--- config.mk ---
export PLATFORM = sky130hd
export DESIGN_NAME = ssp_core
export DESIGN_NICKNAME = d
export VERILOG_FILES = /design/src/rtl/ssp_pkg.sv /design/src/rtl/ssp_core.sv
export VERILOG_INCLUDE_DIRS = /design/src /design/src/rtl
export SDC_FILE = /design/constraint.sdc
export NUM_CORES = 1
export LEC_CHECK = 0
export BUFFER_PORTS_ARGS = -buffer_cell sky130_fd_sc_hd__buf_2
export CORE_ASPECT_RATIO = 1.1
export CORE_MARGIN = 4
export CORE_UTILIZATION = 60
export CTS_CLUSTER_SIZE = 40
export DETAILED_ROUTE_END_ITERATION = 6
export GPL_TIMING_DRIVEN = 0
export PLACE_DENSITY = 0.8
export SLEW_MARGIN = 40
export SYNTH_ARGS = -nofsm -noshare
export SYNTH_HDL_FRONTEND = slang
export SYNTH_SLANG_ARGS = --single-unit
--- constraint.sdc ---
create_clock -name clk_i -period 12.5 [get_ports clk_i]
set_input_delay 1.875 -clock clk_i [delete_from_list [all_inputs] [get_ports clk_i]]
set_output_delay 1.875 -clock clk_i [all_outputs]
set_load 0.02 [all_outputs]
--- src/rtl/ssp_consts.svh ---
`ifndef SSP_CONSTS_SVH
`define SSP_CONSTS_SVH
`define SSP_ADR_CTRL0 8'h00
`define SSP_ADR_CTRL1 8'h04
`define SSP_ADR_DATA 8'h08
`define SSP_ADR_STAT 8'h0C
`define SSP_ADR_PSC 8'h10
`define SSP_ADR_MASK 8'h14
`define SSP_ADR_RAW 8'h18
`define SSP_ADR_MSKD 8'h1C
`define SSP_ADR_ICLR 8'h20
`define SSP_ADR_DMA 8'h24
`define SSP_BIT_OVR 0
`define SSP_BIT_TMO 1
`define SSP_BIT_RXL 2
`define SSP_BIT_TXL 3
`define SSP_BIT_RXDMA 0
`define SSP_BIT_TXDMA 1
`define SSP_BIT_EN 1
`define SSP_BIT_SLAVE 2
`define SSP_CR0_SIZE_RST 4'h7
`define SSP_PSC_RST 8'h02
`define SSP_LEVEL_MARK 4'h4
`define SSP_TMO_BITS 6'h20
`endif

--- src/rtl/ssp_pkg.sv ---
`default_nettype none
package ssp_pkg;
  typedef enum logic [0:0] {SSP_IDLE, SSP_SHIFT} ssp_state_e;
  typedef logic [15:0] ssp_word_t;
endpackage
`default_nettype wire

--- src/rtl/ssp_core.sv ---
// How it works
// - Writing one to bit 1 clears time-out
// - Writing one to bit 0 clears overrun
// - DMA enables: tx bit 1, rx bit 0
// - Transmit FIFO, eight 16-bit words
// - Receive FIFO, eight 16-bit words
// - Shift out on data-out, in on data-in
// - Master clock from two chained free counters
// - First stage divides by even 2..254
// - Second stage divides by rate plus one
// - Tx level set at four or fewer
// - Tx level also set while disabled
// - Rx level set at four or more
// - Time-out after 32 idle bits, data waiting
// - Time-out same in master and slave
// - Transfer start clears time-out if space
// - Start when full keeps time-out; overrun if still full at word end
// - Overrun when writing into full rx FIFO
// - Sources masked, ORed onto one output
// - Four-bit mask register, reset zero
// - Raw and masked flags both readable
// - Word arriving when full is discarded
// - DMA requests at half level, held until clear
`timescale 1ns/1ps
`default_nettype none
`include "ssp_consts.svh"

module ssp_fifo #(
  parameter int W = 16,
  parameter int D = 8,
  parameter int AW = 3
) (
  input wire logic clk_i,
  input wire logic rst_i,
  input wire logic push_i,
  input wire logic [W-1:0] wdata_i,
  input wire logic pop_i,
  output logic [W-1:0] rdata_o,
  output logic [AW:0] count_o,
  output logic full_o,
  output logic empty_o
);
  logic [W-1:0] mem [D];
  logic [AW-1:0] wp_ff;
  logic [AW-1:0] rp_ff;
  logic [AW:0] cnt_ff;
  wire do_push = push_i & ~full_o;
  wire do_pop = pop_i & ~empty_o;
  assign full_o = (cnt_ff == (AW+1)'(D));
  assign empty_o = (cnt_ff == '0);
  assign count_o = cnt_ff;
  assign rdata_o = mem[rp_ff];

  always_ff @(posedge clk_i) begin
    if (do_push) begin
      mem[wp_ff] <= wdata_i;
    end
  end

  always_ff @(posedge clk_i) begin
    if (rst_i) begin
      wp_ff <= '0;
      rp_ff <= '0;
      cnt_ff <= '0;
    end else begin
      if (do_push) begin
        wp_ff <= (wp_ff == AW'(D-1)) ? '0 : wp_ff + 1'b1;
      end
      if (do_pop) begin
        rp_ff <= (rp_ff == AW'(D-1)) ? '0 : rp_ff + 1'b1;
      end
      cnt_ff <= cnt_ff + (AW+1)'(do_push) - (AW+1)'(do_pop);
    end
  end
endmodule

module ssp_core
  import ssp_pkg::*;
#(
  parameter int DEPTH = 8,
  parameter int AW = 3
) (
  input wire logic clk_i,
  input wire logic rst_i,
  input wire logic wb_cyc_i,
  input wire logic wb_stb_i,
  input wire logic wb_we_i,
  input wire logic [7:0] wb_adr_i,
  input wire logic [3:0] wb_sel_i,
  input wire logic [31:0] wb_dat_i,
  output logic [31:0] wb_dat_o,
  output logic wb_ack_o,
  input wire logic serial_bit_clock_i,
  output logic serial_bit_clock_o,
  output logic serial_bit_clock_oe_n_o,
  input wire logic frame_i,
  output logic frame_n_o,
  output logic frame_oe_n_o,
  input wire logic serial_data_in_i,
  output logic serial_data_out_o,
  output logic serial_data_out_oe_n_o,
  output logic combined_irq_o,
  output logic tx_dma_req_o,
  output logic rx_dma_req_o,
  input wire logic tx_dma_clr_i,
  input wire logic rx_dma_clr_i
);
  logic ack_ff;
  logic [31:0] rdat_ff;
  logic [3:0] size_ff;
  logic [7:0] rate_ff;
  logic [6:0] psc_ff;
  logic [2:0] cr1_ff;
  logic [3:0] mask_ff;
  logic [1:0] dma_ff;
  logic tmo_ff;
  logic ovr_ff;
  logic [5:0] idle_cnt_ff;
  logic [6:0] div1_ff;
  logic [7:0] div2_ff;
  logic half_ff;
  ssp_state_e state_ff;
  logic sclk_ff;
  logic sclk_prev_ff;
  logic frame_ff;
  ssp_word_t tsh_ff;
  ssp_word_t rsh_ff;
  logic [4:0] bits_ff;
  logic txreq_ff;
  logic rxreq_ff;

  // Bus: one wait state, the access acts on the acking edge
  wire req = wb_cyc_i & wb_stb_i;
  wire act = req & ack_ff;
  wire wr = act & wb_we_i & wb_sel_i[0];
  wire rd = act & ~wb_we_i;
  wire sel_c0 = wb_adr_i == `SSP_ADR_CTRL0;
  wire sel_c1 = wb_adr_i == `SSP_ADR_CTRL1;
  wire sel_dat = wb_adr_i == `SSP_ADR_DATA;
  wire sel_psc = wb_adr_i == `SSP_ADR_PSC;
  wire sel_msk = wb_adr_i == `SSP_ADR_MASK;
  wire sel_icl = wb_adr_i == `SSP_ADR_ICLR;
  wire sel_dma = wb_adr_i == `SSP_ADR_DMA;
  wire port_enable = cr1_ff[`SSP_BIT_EN];
  wire slave = cr1_ff[`SSP_BIT_SLAVE];

  // FIFOs
  wire tx_push = wr & sel_dat & wb_sel_i[1];
  wire rx_pop = rd & sel_dat;
  logic tx_pop;
  logic rx_push;
  ssp_word_t tx_head;
  ssp_word_t rx_head;
  logic [AW:0] tx_cnt;
  logic [AW:0] rx_cnt;
  logic tx_full;
  logic tx_empty;
  logic rx_full;
  logic rx_empty;

  ssp_fifo #(.W(16), .D(DEPTH), .AW(AW)) u_txf (
    .clk_i(clk_i), .rst_i(rst_i), .push_i(tx_push), .wdata_i(wb_dat_i[15:0]),
    .pop_i(tx_pop), .rdata_o(tx_head), .count_o(tx_cnt), .full_o(tx_full),
    .empty_o(tx_empty));

  ssp_fifo #(.W(16), .D(DEPTH), .AW(AW)) u_rxf (
    .clk_i(clk_i), .rst_i(rst_i), .push_i(rx_push), .wdata_i(rsh_ff),
    .pop_i(rx_pop), .rdata_o(rx_head), .count_o(rx_cnt), .full_o(rx_full),
    .empty_o(rx_empty));

  // Prescaler: stage one ticks every divisor/2, stage two every rate+1
  // ticks; each stage-two tick is a half bit period
  wire [6:0] half_div = (psc_ff == 7'h00) ? 7'h01 : psc_ff;
  wire div1_tick = (div1_ff == half_div - 7'h01);
  wire half_tick = div1_tick & (div2_ff == rate_ff);
  wire bit_tick = half_tick & half_ff;

  // Serial engine edges
  wire m_rise = half_tick & ~sclk_ff;
  wire m_fall = half_tick & sclk_ff;
  wire s_rise = serial_bit_clock_i & ~sclk_prev_ff;
  wire s_fall = ~serial_bit_clock_i & sclk_prev_ff;
  wire rise_ev = slave ? s_rise : m_rise;
  wire fall_ev = slave ? s_fall : m_fall;
  wire [4:0] nbits = {1'b0, size_ff} + 5'h01;
  wire last_bit = (bits_ff == nbits);
  wire in_shift = (state_ff == SSP_SHIFT);
  wire m_start = ~slave & ~tx_empty & half_tick & ~half_ff;
  wire s_start = slave & ~frame_i;
  wire start = port_enable & ~in_shift & (m_start | s_start);
  wire s_abort = slave & frame_i & in_shift;
  wire done = in_shift & fall_ev & last_bit;
  assign tx_pop = start & ~tx_empty;
  // Fullness judged at the word's end, so a read during reception saves it
  assign rx_push = done;
  wire overrun_ev = done & rx_full;

  // Interrupt sources
  wire tx_level = (tx_cnt <= (AW+1)'(`SSP_LEVEL_MARK)) | ~port_enable;
  wire rx_level = (rx_cnt >= (AW+1)'(`SSP_LEVEL_MARK));
  wire tmo_ev = ~rx_empty & ~in_shift & bit_tick
    & (idle_cnt_ff == `SSP_TMO_BITS - 6'h01);
  wire [3:0] raw = {tx_level, rx_level, tmo_ff, ovr_ff};
  wire [3:0] masked = raw & mask_ff;
  wire tmo_clr = (wr & sel_icl & wb_dat_i[`SSP_BIT_TMO])
    | (start & ~rx_full);
  wire ovr_clr = wr & sel_icl & wb_dat_i[`SSP_BIT_OVR];
  wire [7:0] stat = {3'h0, in_shift, rx_full, ~rx_empty, ~tx_full, tx_empty};

  // DMA request conditions, four-word bursts
  wire tx_dma_on = port_enable & dma_ff[`SSP_BIT_TXDMA];
  wire rx_dma_on = port_enable & dma_ff[`SSP_BIT_RXDMA];
  wire tx_dma_cond = (tx_cnt <= (AW+1)'(DEPTH) - (AW+1)'(`SSP_LEVEL_MARK));
  wire rx_dma_cond = (rx_cnt >= (AW+1)'(`SSP_LEVEL_MARK));

  logic [31:0] nxt_rdat;
  always_comb begin
    nxt_rdat = 32'h0000_0000;
    case (wb_adr_i)
      `SSP_ADR_CTRL0: nxt_rdat = {16'h0000, rate_ff, 4'h0, size_ff};
      `SSP_ADR_CTRL1: nxt_rdat = {29'h0, cr1_ff};
      `SSP_ADR_DATA: nxt_rdat = {16'h0000, rx_head};
      `SSP_ADR_STAT: nxt_rdat = {24'h0, stat};
      `SSP_ADR_PSC: nxt_rdat = {24'h0, psc_ff, 1'b0};
      `SSP_ADR_MASK: nxt_rdat = {28'h0, mask_ff};
      `SSP_ADR_RAW: nxt_rdat = {28'h0, raw};
      `SSP_ADR_MSKD: nxt_rdat = {28'h0, masked};
      `SSP_ADR_DMA: nxt_rdat = {30'h0, dma_ff};
      default: nxt_rdat = 32'h0000_0000;
    endcase
  end

  always_ff @(posedge clk_i) begin
    if (rst_i) begin
      ack_ff <= 1'b0;
      rdat_ff <= 32'h0000_0000;
    end else begin
      ack_ff <= req & ~ack_ff;
      rdat_ff <= nxt_rdat;
    end
  end

  always_ff @(posedge clk_i) begin
    if (rst_i) begin
      size_ff <= `SSP_CR0_SIZE_RST;
      rate_ff <= 8'h00;
      cr1_ff <= 3'h0;
      psc_ff <= 7'h01;
      mask_ff <= 4'h0;
      dma_ff <= 2'h0;
    end else if (wr) begin
      if (sel_c0) begin
        size_ff <= (wb_dat_i[3:0] < 4'h3) ? 4'h3 : wb_dat_i[3:0];
      end
      if (sel_c0 & wb_sel_i[1]) begin
        rate_ff <= wb_dat_i[15:8];
      end
      if (sel_c1) begin
        cr1_ff <= wb_dat_i[2:0];
      end
      // Low divisor bit is dropped, so odd factors cannot be set
      if (sel_psc) begin
        psc_ff <= wb_dat_i[7:1];
      end
      if (sel_msk) begin
        mask_ff <= wb_dat_i[3:0];
      end
      if (sel_dma) begin
        dma_ff <= wb_dat_i[1:0];
      end
    end
  end

  // Sticky flags; a raising event wins over a clear in the same cycle
  always_ff @(posedge clk_i) begin
    if (rst_i) begin
      tmo_ff <= 1'b0;
      ovr_ff <= 1'b0;
    end else begin
      tmo_ff <= tmo_ev | (tmo_ff & ~tmo_clr);
      ovr_ff <= overrun_ev | (ovr_ff & ~ovr_clr);
    end
  end

  // Idle timer counts whole bit periods; a transfer, an rx FIFO read or an empty rx FIFO restarts it
  always_ff @(posedge clk_i) begin
    if (rst_i) begin
      idle_cnt_ff <= 6'h00;
    end else if (in_shift | rx_empty | rx_pop | start) begin
      idle_cnt_ff <= 6'h00;
    end else if (bit_tick & (idle_cnt_ff != `SSP_TMO_BITS - 6'h01)) begin
      idle_cnt_ff <= idle_cnt_ff + 6'h01;
    end
  end

  // Free-running prescaler counters
  always_ff @(posedge clk_i) begin
    if (rst_i) begin
      div1_ff <= 7'h00;
      div2_ff <= 8'h00;
      half_ff <= 1'b0;
    end else begin
      div1_ff <= div1_tick ? 7'h00 : div1_ff + 7'h01;
      if (div1_tick) begin
        div2_ff <= (div2_ff == rate_ff) ? 8'h00 : div2_ff + 8'h01;
      end
      if (half_tick) begin
        half_ff <= ~half_ff;
      end
    end
  end

  always_ff @(posedge clk_i) begin
    if (rst_i) begin
      state_ff <= SSP_IDLE;
      sclk_ff <= 1'b0;
      sclk_prev_ff <= 1'b0;
      frame_ff <= 1'b1;
      tsh_ff <= 16'h0000;
      rsh_ff <= 16'h0000;
      bits_ff <= 5'h00;
    end else begin
      sclk_prev_ff <= serial_bit_clock_i;
      case (state_ff)
        SSP_IDLE: begin
          sclk_ff <= 1'b0;
          frame_ff <= 1'b1;
          if (start) begin
            state_ff <= SSP_SHIFT;
            frame_ff <= 1'b0;
            bits_ff <= 5'h00;
            rsh_ff <= 16'h0000;
            // An empty slave FIFO sends zeros
            tsh_ff <= tx_empty ? 16'h0000 : tx_head << (5'h10 - nbits);
          end
        end
        SSP_SHIFT: begin
          if (s_abort | done | ~port_enable) begin
            state_ff <= SSP_IDLE;
            sclk_ff <= 1'b0;
            frame_ff <= 1'b1;
          end else if (rise_ev) begin
            sclk_ff <= ~slave;
            rsh_ff <= {rsh_ff[14:0], serial_data_in_i};
            bits_ff <= bits_ff + 5'h01;
          end else if (fall_ev) begin
            sclk_ff <= 1'b0;
            tsh_ff <= {tsh_ff[14:0], 1'b0};
          end
        end
        default: state_ff <= SSP_IDLE;
      endcase
    end
  end

  // DMA requests hold until cleared; disabling drops them at once
  always_ff @(posedge clk_i) begin
    if (rst_i) begin
      txreq_ff <= 1'b0;
      rxreq_ff <= 1'b0;
    end else begin
      txreq_ff <= tx_dma_on & ~tx_dma_clr_i & (txreq_ff | tx_dma_cond);
      rxreq_ff <= rx_dma_on & ~rx_dma_clr_i & (rxreq_ff | rx_dma_cond);
    end
  end

  assign wb_ack_o = ack_ff;
  assign wb_dat_o = rdat_ff;
  assign combined_irq_o = |masked;
  assign tx_dma_req_o = txreq_ff;
  assign rx_dma_req_o = rxreq_ff;
  assign serial_bit_clock_o = sclk_ff;
  assign serial_bit_clock_oe_n_o = slave | ~port_enable;
  assign frame_n_o = frame_ff;
  assign frame_oe_n_o = slave | ~port_enable;
  assign serial_data_out_o = tsh_ff[15];
  assign serial_data_out_oe_n_o = ~in_shift;
endmodule

`default_nettype wire

Yosys cells after proc, flatten, opt, wreduce, memory -nomap -nowiden
Memory sizes are Yosys's and may differ from the RTL's. A register that Yosys moved wholly into a read port is not among the register bits.
Index checks and enable logic that the tools add are counted.
{"block": "totals", "memories": 2, "wordCells": 214, "input_bits": 54, "mem_bits_rw": 256, "reg_bits": 148, "output_inout_bits": 42}
{"memory": "u_rxf.mem", "words": 8, "word_bits": 16, "rd": 1, "rd_clocked_by_memory_dff": 1, "wr": 1, "line_no": "ssp_core.sv:43", "rtl": "logic [W-1:0] mem [D];"}
{"memory": "u_txf.mem", "words": 8, "word_bits": 16, "rd": 1, "rd_clocked_by_memory_dff": 1, "wr": 1, "line_no": "ssp_core.sv:43"}
{"block": "op_classes", "muxes": 42, "n_addsub": 15, "magnitude_cmp": 3, "n_reduce_logical": 15, "shift": 1, "n_eq_ne": 27, "n_bitwise": 80}
{"operator": "$pmux 16 s9", "count": 1}
{"operator": "$mux 16", "count": 8}
{"operator": "$pmux 16 s2", "count": 2}
{"operator": "$and 1x1->1", "count": 48}
{"operator": "$eq 8x5->1 const B", "count": 4}
{"operator": "$mux 3", "count": 8}
{"operator": "$not 1->1", "count": 18}
{"operator": "$eq 8x4->1 const B", "count": 2}
{"operator": "$eq 8x6->1 const B", "count": 2}
{"operator": "$shl 16x5->16", "count": 1}
{"operator": "$mux 5", "count": 3}
{"operator": "$mux 1", "count": 13}
{"operator": "$or 1x1->1", "count": 13}
{"operator": "$add 3x1->3 const B", "count": 4}
{"operator": "$eq 3x3->1 const B", "count": 4}
{"operator": "$reduce_and 2->1", "count": 6}
{"operator": "$pmux 5 s2", "count": 1}
{"operator": "$add 4x1->4", "count": 2}
{"operator": "$add 8x1->8 const B", "count": 1}
{"operator": "$eq 4x4->1 const B", "count": 2}
{"operator": "$eq 8x3->1 const B", "count": 1}
{"operator": "$eq 8x8->1", "count": 1}
{"operator": "$logic_not 4->1", "count": 2}
{"operator": "$logic_not 8->1", "count": 1}
{"operator": "other kinds (27)", "count": 35}

Logic depth before layout (Yosys ltp)
{"block": "depth", "word_depth": 14, "depth_mapped": 16, "depth_no_buf": 16}

Modules after synthesis
A second synthesis with hierarchy kept.
{"block": "hier_totals", "hier_cells": 1266, "hier_area_um2": 17381.7}
{"mod": "ssp_core", "instances": 1, "cells_each": 738, "seq_area_each_um2": 2242.2, "area_each_um2": 6177.2}
{"mod": "ssp_fifo (u_txf)", "instances": 1, "cells_each": 264, "seq_area_each_um2": 4103.9, "area_each_um2": 5604.1}
{"mod": "ssp_fifo (u_rxf)", "instances": 1, "cells_each": 264, "seq_area_each_um2": 4103.9, "area_each_um2": 5600.4}

Worst setup path after synthesis
OpenSTA, ideal clock, no wires.
{"block": "synth_path", "kind": "input -> register", "start": "input wb_adr_i[4]", "end": "memory u_txf.mem[4][0] (enable)", "required_ps": 12064, "setup_time_ps": 436, "arrival_time_ps": 4829, "path_slack_ps": 7235, "path_buffers": 1, "stages": 6, "cell_sequence": "nor4_1 -> and3_1 -> clkbuf_1 -> and2_1 -> nand4_1 -> nor4b_1"}
{"block": "synth_between", "elab_chain_len": 6}
{"item": "from (decl)", "line_no": "ssp_core.sv:88", "rtl": "input wire logic [7:0] wb_adr_i,"}
{"item": "$eq 8x4->1"}
{"item": "$and 1x1->1 (2 in a row)", "line_no": "ssp_core.sv:148", "rtl": "wire tx_push = wr & sel_dat & wb_sel_i[1];"}
{"item": "$and 1x1->1", "line_no": "ssp_core.sv:47", "rtl": "wire do_push = push_i & ~full_o;"}
{"item": "$mux 1", "line_no": "ssp_core.sv:55", "rtl": "if (do_push) begin"}
{"item": "$mux 1 (not written as such)", "line_no": "ssp_core.sv:56", "rtl": "mem[wp_ff] <= wdata_i;"}
{"item": "to (decl)", "line_no": "ssp_core.sv:43"}
Every way passes these cells.

Worst setup path after layout
{"block": "layout_path", "start": "input wb_adr_i[4]", "end": "memory u_txf.mem[5][15] (enable)"}
{"block": "layout_between", "elab_chain_len": 6}
{"item": "$eq 8x4->1"}
{"item": "$and 1x1->1 (2 in a row)", "line_no": "ssp_core.sv:148"}
{"item": "$and 1x1->1", "line_no": "ssp_core.sv:47"}
{"item": "via u_txf.do_push", "line_no": "ssp_core.sv:47"}
{"item": "$mux 1", "line_no": "ssp_core.sv:55"}
{"item": "$mux 1 (not written as such)", "line_no": "ssp_core.sv:56"}
The timed path passes the listed nets, and every way through them passes these cells.

==> summary.md <==
The run finished with clean final reports. The min-delay analysis places its worst path in the category register to register. Setup violations remaining at the end of the flow were counted as 0. At the pin with the least slew margin, the transition time is 0.823 ns.

Data on the critical path arrives at its endpoint at 5.21 ns. Fraction of the cycle the final worst path needs: 0.399. Clock share of power: 0.445. The part of the total power dissipated in combinational logic was 0.018; the I/O pin count was 96.

The relative contribution of sequential cells to total power was 0.538. The final worst-path setup slack came out at 7.51 ns. In this run the number of H-tree levels came out at 2.

Setup repair after global routing left no endpoint under its margin. The area growth from synthesis to layout is 14.1%. In this run the critical register-to-register path is launched from psc_ff[4]. Buffers inserted to repair hold after CTS numbered 0. The logs give 2560 uW for the total power consumption of the routed design and 0 for the number of buffers inserted by post-CTS setup repair. 0 antenna diodes ended up in the layout.

For the number of max-slew violations in the final report, the log shows 0. In this run, distinct cell masters in the synthesized netlist total 76. The run gives 0.00703 uW as the leakage power. Critical path endpoint: u_txf.mem[5][15]. The power density of the placed cells was 131 nW/um^2. The critical path is of the primary input to register type. In this run the worst path has a maximum fanout of 10.

Clock tree synthesis selected as its root buffer the cell sky130_fd_sc_hd__clkbuf_16. After detailed routing, the number of vias per cell comes to 6.26. A synthesized cell averages 13.4 sq um. The synthesized design contains 394 register bits. The placed wire-length estimate after detailed placement was 30100 um; the worst slew slack as a fraction of its limit was 0.451. The die is 185 um tall. The DRC violations left was 0.

The logs give 0.914 for the placer's final routability congestion estimate and 7.97 ns for the slack of the worst reg-to-reg path. After detailed routing, the met2 layer carries 21800 um of wire. Clock-pin slew was measured on the worst setup and hold paths at 0.06 ns. Hold is met by 0.443 ns. For the worst flop-to-flop path, the logic depth is 15. TritonCTS built the clock tree. For the required time at the worst-slack endpoint, the log shows 12.73 ns.

Across all layers, the routed design uses 11.5k vias. Latest clock arrival within the worst-skew pair: 0.54 ns. The number of hold violations in the final report is 0. The width of the die was 169 um; the pin count of the biggest net entering global routing was 17. The net count of the finished layout is 1525. The clock arrives with 0.0147 ns of skew. The tools report the overall overflow remaining after global route as 0.

The end of the worst register-to-register path was u_rxf.mem[6][0]. The longest clock path from root to sink contains 3 buffers. The placement row count was 64.

In the final routed layout, each cell accounts on average for 23.4 um. The count of nets left with antenna violations after detail routing came out at 0. After detailed routing, the met3 layer carries 3100 um of wire. The sequential element share of the synthesized area is 0.609. The most critical setup path has its startpoint at wb_adr_i[4]. In this run, the number of DRC markers left after iteration 0 of detailed routing was 1276. The CTS buffer count came out at 39.

The tools report the initial antenna violation count as 0. The detailed router used layers up to and including met4. The shortest clock period the worst path allows after layout is 4.99 ns, and the total global-route track usage is 0.274. The Yosys step of the flow raised 0 warnings. The worst setup path is captured at a register. The number of global-route vias before repair was 11.4k; the number of enable-type register cells in the synthesized netlist was 256.

The number of optimization iterations in the first detailed-route pass was 6. After floorplanning, the core was sized to cover 28000 sq um. Counting every sink on the clock net gives 394.

The share of cells above drive strength 1 is 0.207, and the total of cells resized after clock tree synthesis is 0. The total net switching power was 524 uW; the initial cell density of the core was 0.612. For this run, the leading register cell type out of synthesis is sky130_fd_sc_hd__edfxtp_1. In the final routing, the length of wire on met1 measures 15900 um. Internal power comes to 2040 uW.

Number of filler cells placed in the layout: 1941. The wire length of the first global-routing pass was 65600 um; the final wirelength was 42800 um. The number of placed instances, taps included was 1763; the non-filler instance count after layout was 1833.

At the placement stage, the worst setup path has a slack of 7.11 ns. During placement, the flow inserted port buffers numbering 60. The peak clock frequency supported by timing was 201 MHz. The die covers 31400 sq um. The switching fraction of total power works out to 0.205. The tools report the netlist area before placement as 17200 sq um.

Across the run, the number of max-cap violations was 0. The fraction of registers with async set/reset works out to 0. STA classifies the critical path startpoint as a primary input. In the synthesized netlist, the number of instances is 1281.

After routing, the total negative slack on setup checks comes to 0 ns. The run gives 0.000134 V as the highest ir drop seen on vdd.
==> final cells by class <==
class	instances	area [sq um]	area share
plain buffers	87	427	0.0218
clock buffers	58	1090	0.0557
repair buffers	104	569	0.0291
well taps	363	454	0.0232
inverters	29	109	0.00556
flip-flops and latches	394	10500	0.534
clock inverters	12	134	0.00684
multi-input cells	786	6340	0.324
==> critical path, stage by stage <==
cell                       delay [ns]
sky130_fd_sc_hd__buf_2           0.14
sky130_fd_sc_hd__nor4_1          0.52
sky130_fd_sc_hd__and3_1          0.24
sky130_fd_sc_hd__clkbuf_1        0.27
sky130_fd_sc_hd__and2_1          0.28
sky130_fd_sc_hd__nand4_1         0.52
sky130_fd_sc_hd__inv_1           0.28
sky130_fd_sc_hd__nand2_1         0.23
sky130_fd_sc_hd__nor3b_2         0.54
sky130_fd_sc_hd__buf_2           0.31
==> state kept, by name, summed over array words and instances, names as in the netlist, 4 cells and up, named ones only <==
register / cells
rsh_ff: 16
tsh_ff: 16
wb_dat_o: 16
size_ff: 4
psc_ff: 7
u_txf.mem: 128
idle_cnt_ff: 6
div1_ff: 7
u_txf.count_o: 4
div2_ff: 8
u_rxf.count_o: 4
rate_ff: 8
bits_ff: 5
mask_ff: 4
u_rxf.mem: 128
==> per-stage QoR <==
step,area [sq um],util
3_5_place_dp,18400,0.655
5_1_grt,19600,0.698
3_3_place_gp,18000,0.641
4_1_cts,19600,0.698
6_report,19600,0.698
2_1_floorplan,17200,-
==> worst min-delay path by stage <==
stage | startpoint | endpoint | slack, ns | cells past startpoint
floorplan | dma_ff[1] | tx_dma_req_o | 0.42 | 2
global placement | wb_ack_o | wb_ack_o | 0.42 | 1
detailed placement | wb_ack_o | wb_ack_o | 0.42 | 1
CTS | wb_ack_o | wb_ack_o | 0.45 | 1
global route | wb_ack_o | wb_ack_o | 0.47 | 1
finish | wb_ack_o | wb_ack_o | 0.44 | 1
==> cell usage after synthesis, types with 3 or more instances <==
library cell | n | area, sq um
sky130_fd_sc_hd__a222oi_1 | 4 | 40.0
sky130_fd_sc_hd__and3_1 | 10 | 62.6
sky130_fd_sc_hd__nand4_1 | 9 | 56.3
sky130_fd_sc_hd__clkbuf_1 | 51 | 191
sky130_fd_sc_hd__a211o_1 | 4 | 35.0
sky130_fd_sc_hd__a211oi_1 | 6 | 45.0
sky130_fd_sc_hd__a22oi_1 | 18 | 135
sky130_fd_sc_hd__nor3b_1 | 12 | 90.1
sky130_fd_sc_hd__a32oi_1 | 3 | 26.3
sky130_fd_sc_hd__a21o_1 | 4 | 30.0
sky130_fd_sc_hd__a22o_1 | 3 | 26.3
sky130_fd_sc_hd__buf_4 | 18 | 135
sky130_fd_sc_hd__o21ai_0 | 18 | 90.1
sky130_fd_sc_hd__inv_1 | 25 | 93.8
sky130_fd_sc_hd__a21oi_1 | 53 | 265
sky130_fd_sc_hd__a31oi_1 | 5 | 31.3
sky130_fd_sc_hd__nor4_1 | 9 | 56.3
sky130_fd_sc_hd__mux2i_1 | 73 | 731
sky130_fd_sc_hd__nor4b_1 | 6 | 52.6
sky130_fd_sc_hd__o211ai_1 | 7 | 52.6
sky130_fd_sc_hd__o22ai_1 | 3 | 18.8
sky130_fd_sc_hd__xnor2_1 | 17 | 149
sky130_fd_sc_hd__buf_6 | 3 | 33.8
sky130_fd_sc_hd__nor2b_1 | 21 | 131
sky130_fd_sc_hd__or3_1 | 9 | 56.3
sky130_fd_sc_hd__ha_1 | 28 | 350
sky130_fd_sc_hd__inv_2 | 3 | 11.3
sky130_fd_sc_hd__mux4_2 | 69 | 1550
sky130_fd_sc_hd__xor2_1 | 23 | 201
sky130_fd_sc_hd__nor3_1 | 20 | 100
sky130_fd_sc_hd__buf_1 | 11 | 41.3
sky130_fd_sc_hd__dfxtp_1 | 138 | 2760
sky130_fd_sc_hd__mux2_1 | 4 | 45.0
sky130_fd_sc_hd__nand3b_1 | 4 | 30.0
sky130_fd_sc_hd__mux2_2 | 14 | 158
sky130_fd_sc_hd__buf_2 | 4 | 20.0
sky130_fd_sc_hd__and2_1 | 10 | 62.6
sky130_fd_sc_hd__nand2_1 | 109 | 409
sky130_fd_sc_hd__nand2b_1 | 5 | 31.3
sky130_fd_sc_hd__nand3_1 | 47 | 235
sky130_fd_sc_hd__edfxtp_1 | 256 | 7690
sky130_fd_sc_hd__or2_2 | 3 | 18.8
sky130_fd_sc_hd__nor2_1 | 100 | 375
sky130_fd_sc_hd__o2111ai_1 | 4 | 35.0
==> routing by layer <==
layer  vias to the layer above  global-route usage
li1                       5107                   -
met1                      5693               0.347
met2                       556               0.476
met3                       120              0.0333
met4                         0               0.121
met5                         -                   0
==> placed cells by master (no fill, tap or decap), types with 5 or more instances in the layout <==
master	Yosys	routed
sky130_fd_sc_hd__and2_1	10	10
sky130_fd_sc_hd__mux4_2	69	69
sky130_fd_sc_hd__dfxtp_1	138	138
sky130_fd_sc_hd__nand2b_1	5	5
sky130_fd_sc_hd__ha_1	28	28
sky130_fd_sc_hd__conb_1	1	16
sky130_fd_sc_hd__and3_1	10	10
sky130_fd_sc_hd__nor2_1	100	98
sky130_fd_sc_hd__nor2b_1	21	21
sky130_fd_sc_hd__nand2_1	109	109
sky130_fd_sc_hd__clkbuf_16	0	39
sky130_fd_sc_hd__nor3_1	20	16
sky130_fd_sc_hd__nand3_1	47	47
sky130_fd_sc_hd__inv_1	25	25
sky130_fd_sc_hd__a22oi_1	18	18
sky130_fd_sc_hd__buf_1	11	8
sky130_fd_sc_hd__a211oi_1	6	5
sky130_fd_sc_hd__buf_2	4	96
sky130_fd_sc_hd__or3_1	9	9
sky130_fd_sc_hd__xnor2_1	17	17
sky130_fd_sc_hd__buf_4	18	31
sky130_fd_sc_hd__xor2_1	23	23
sky130_fd_sc_hd__nor4_1	9	7
sky130_fd_sc_hd__edfxtp_1	256	256
sky130_fd_sc_hd__a21oi_1	53	53
sky130_fd_sc_hd__a31oi_1	5	5
sky130_fd_sc_hd__o21ai_0	18	18
sky130_fd_sc_hd__nand4_1	9	9
sky130_fd_sc_hd__nor4b_2	1	5
sky130_fd_sc_hd__clkinv_2	0	6
sky130_fd_sc_hd__mux2_2	14	14
sky130_fd_sc_hd__o211ai_1	7	7
sky130_fd_sc_hd__mux2i_1	73	73
sky130_fd_sc_hd__nor3b_1	12	8
sky130_fd_sc_hd__clkbuf_1	51	64
==> logic make-up after synthesis <==
group           synth area share
flops                      0.609
simple gates               0.109
mux                        0.145
compound gates            0.0618
buf+inv                   0.0309
xor+xnor                  0.0218
fa+ha+maj                 0.0227
other cells             0.000219
==> power groups by stage <==
stage / Combinational, uW / Clock, uW / Sequential (uW)
after floorplan: 20.8 / 0 / 1410
after detailed placement: 43.7 / 0 / 1410
after global routing: 48.1 / 1200 / 1380
after CTS: 44.2 / 1150 / 1380
after global placement: 42.8 / 0 / 1410
final: 45.4 / 1140 / 1380
Note: power is estimated with default switching activity, not from simulation.
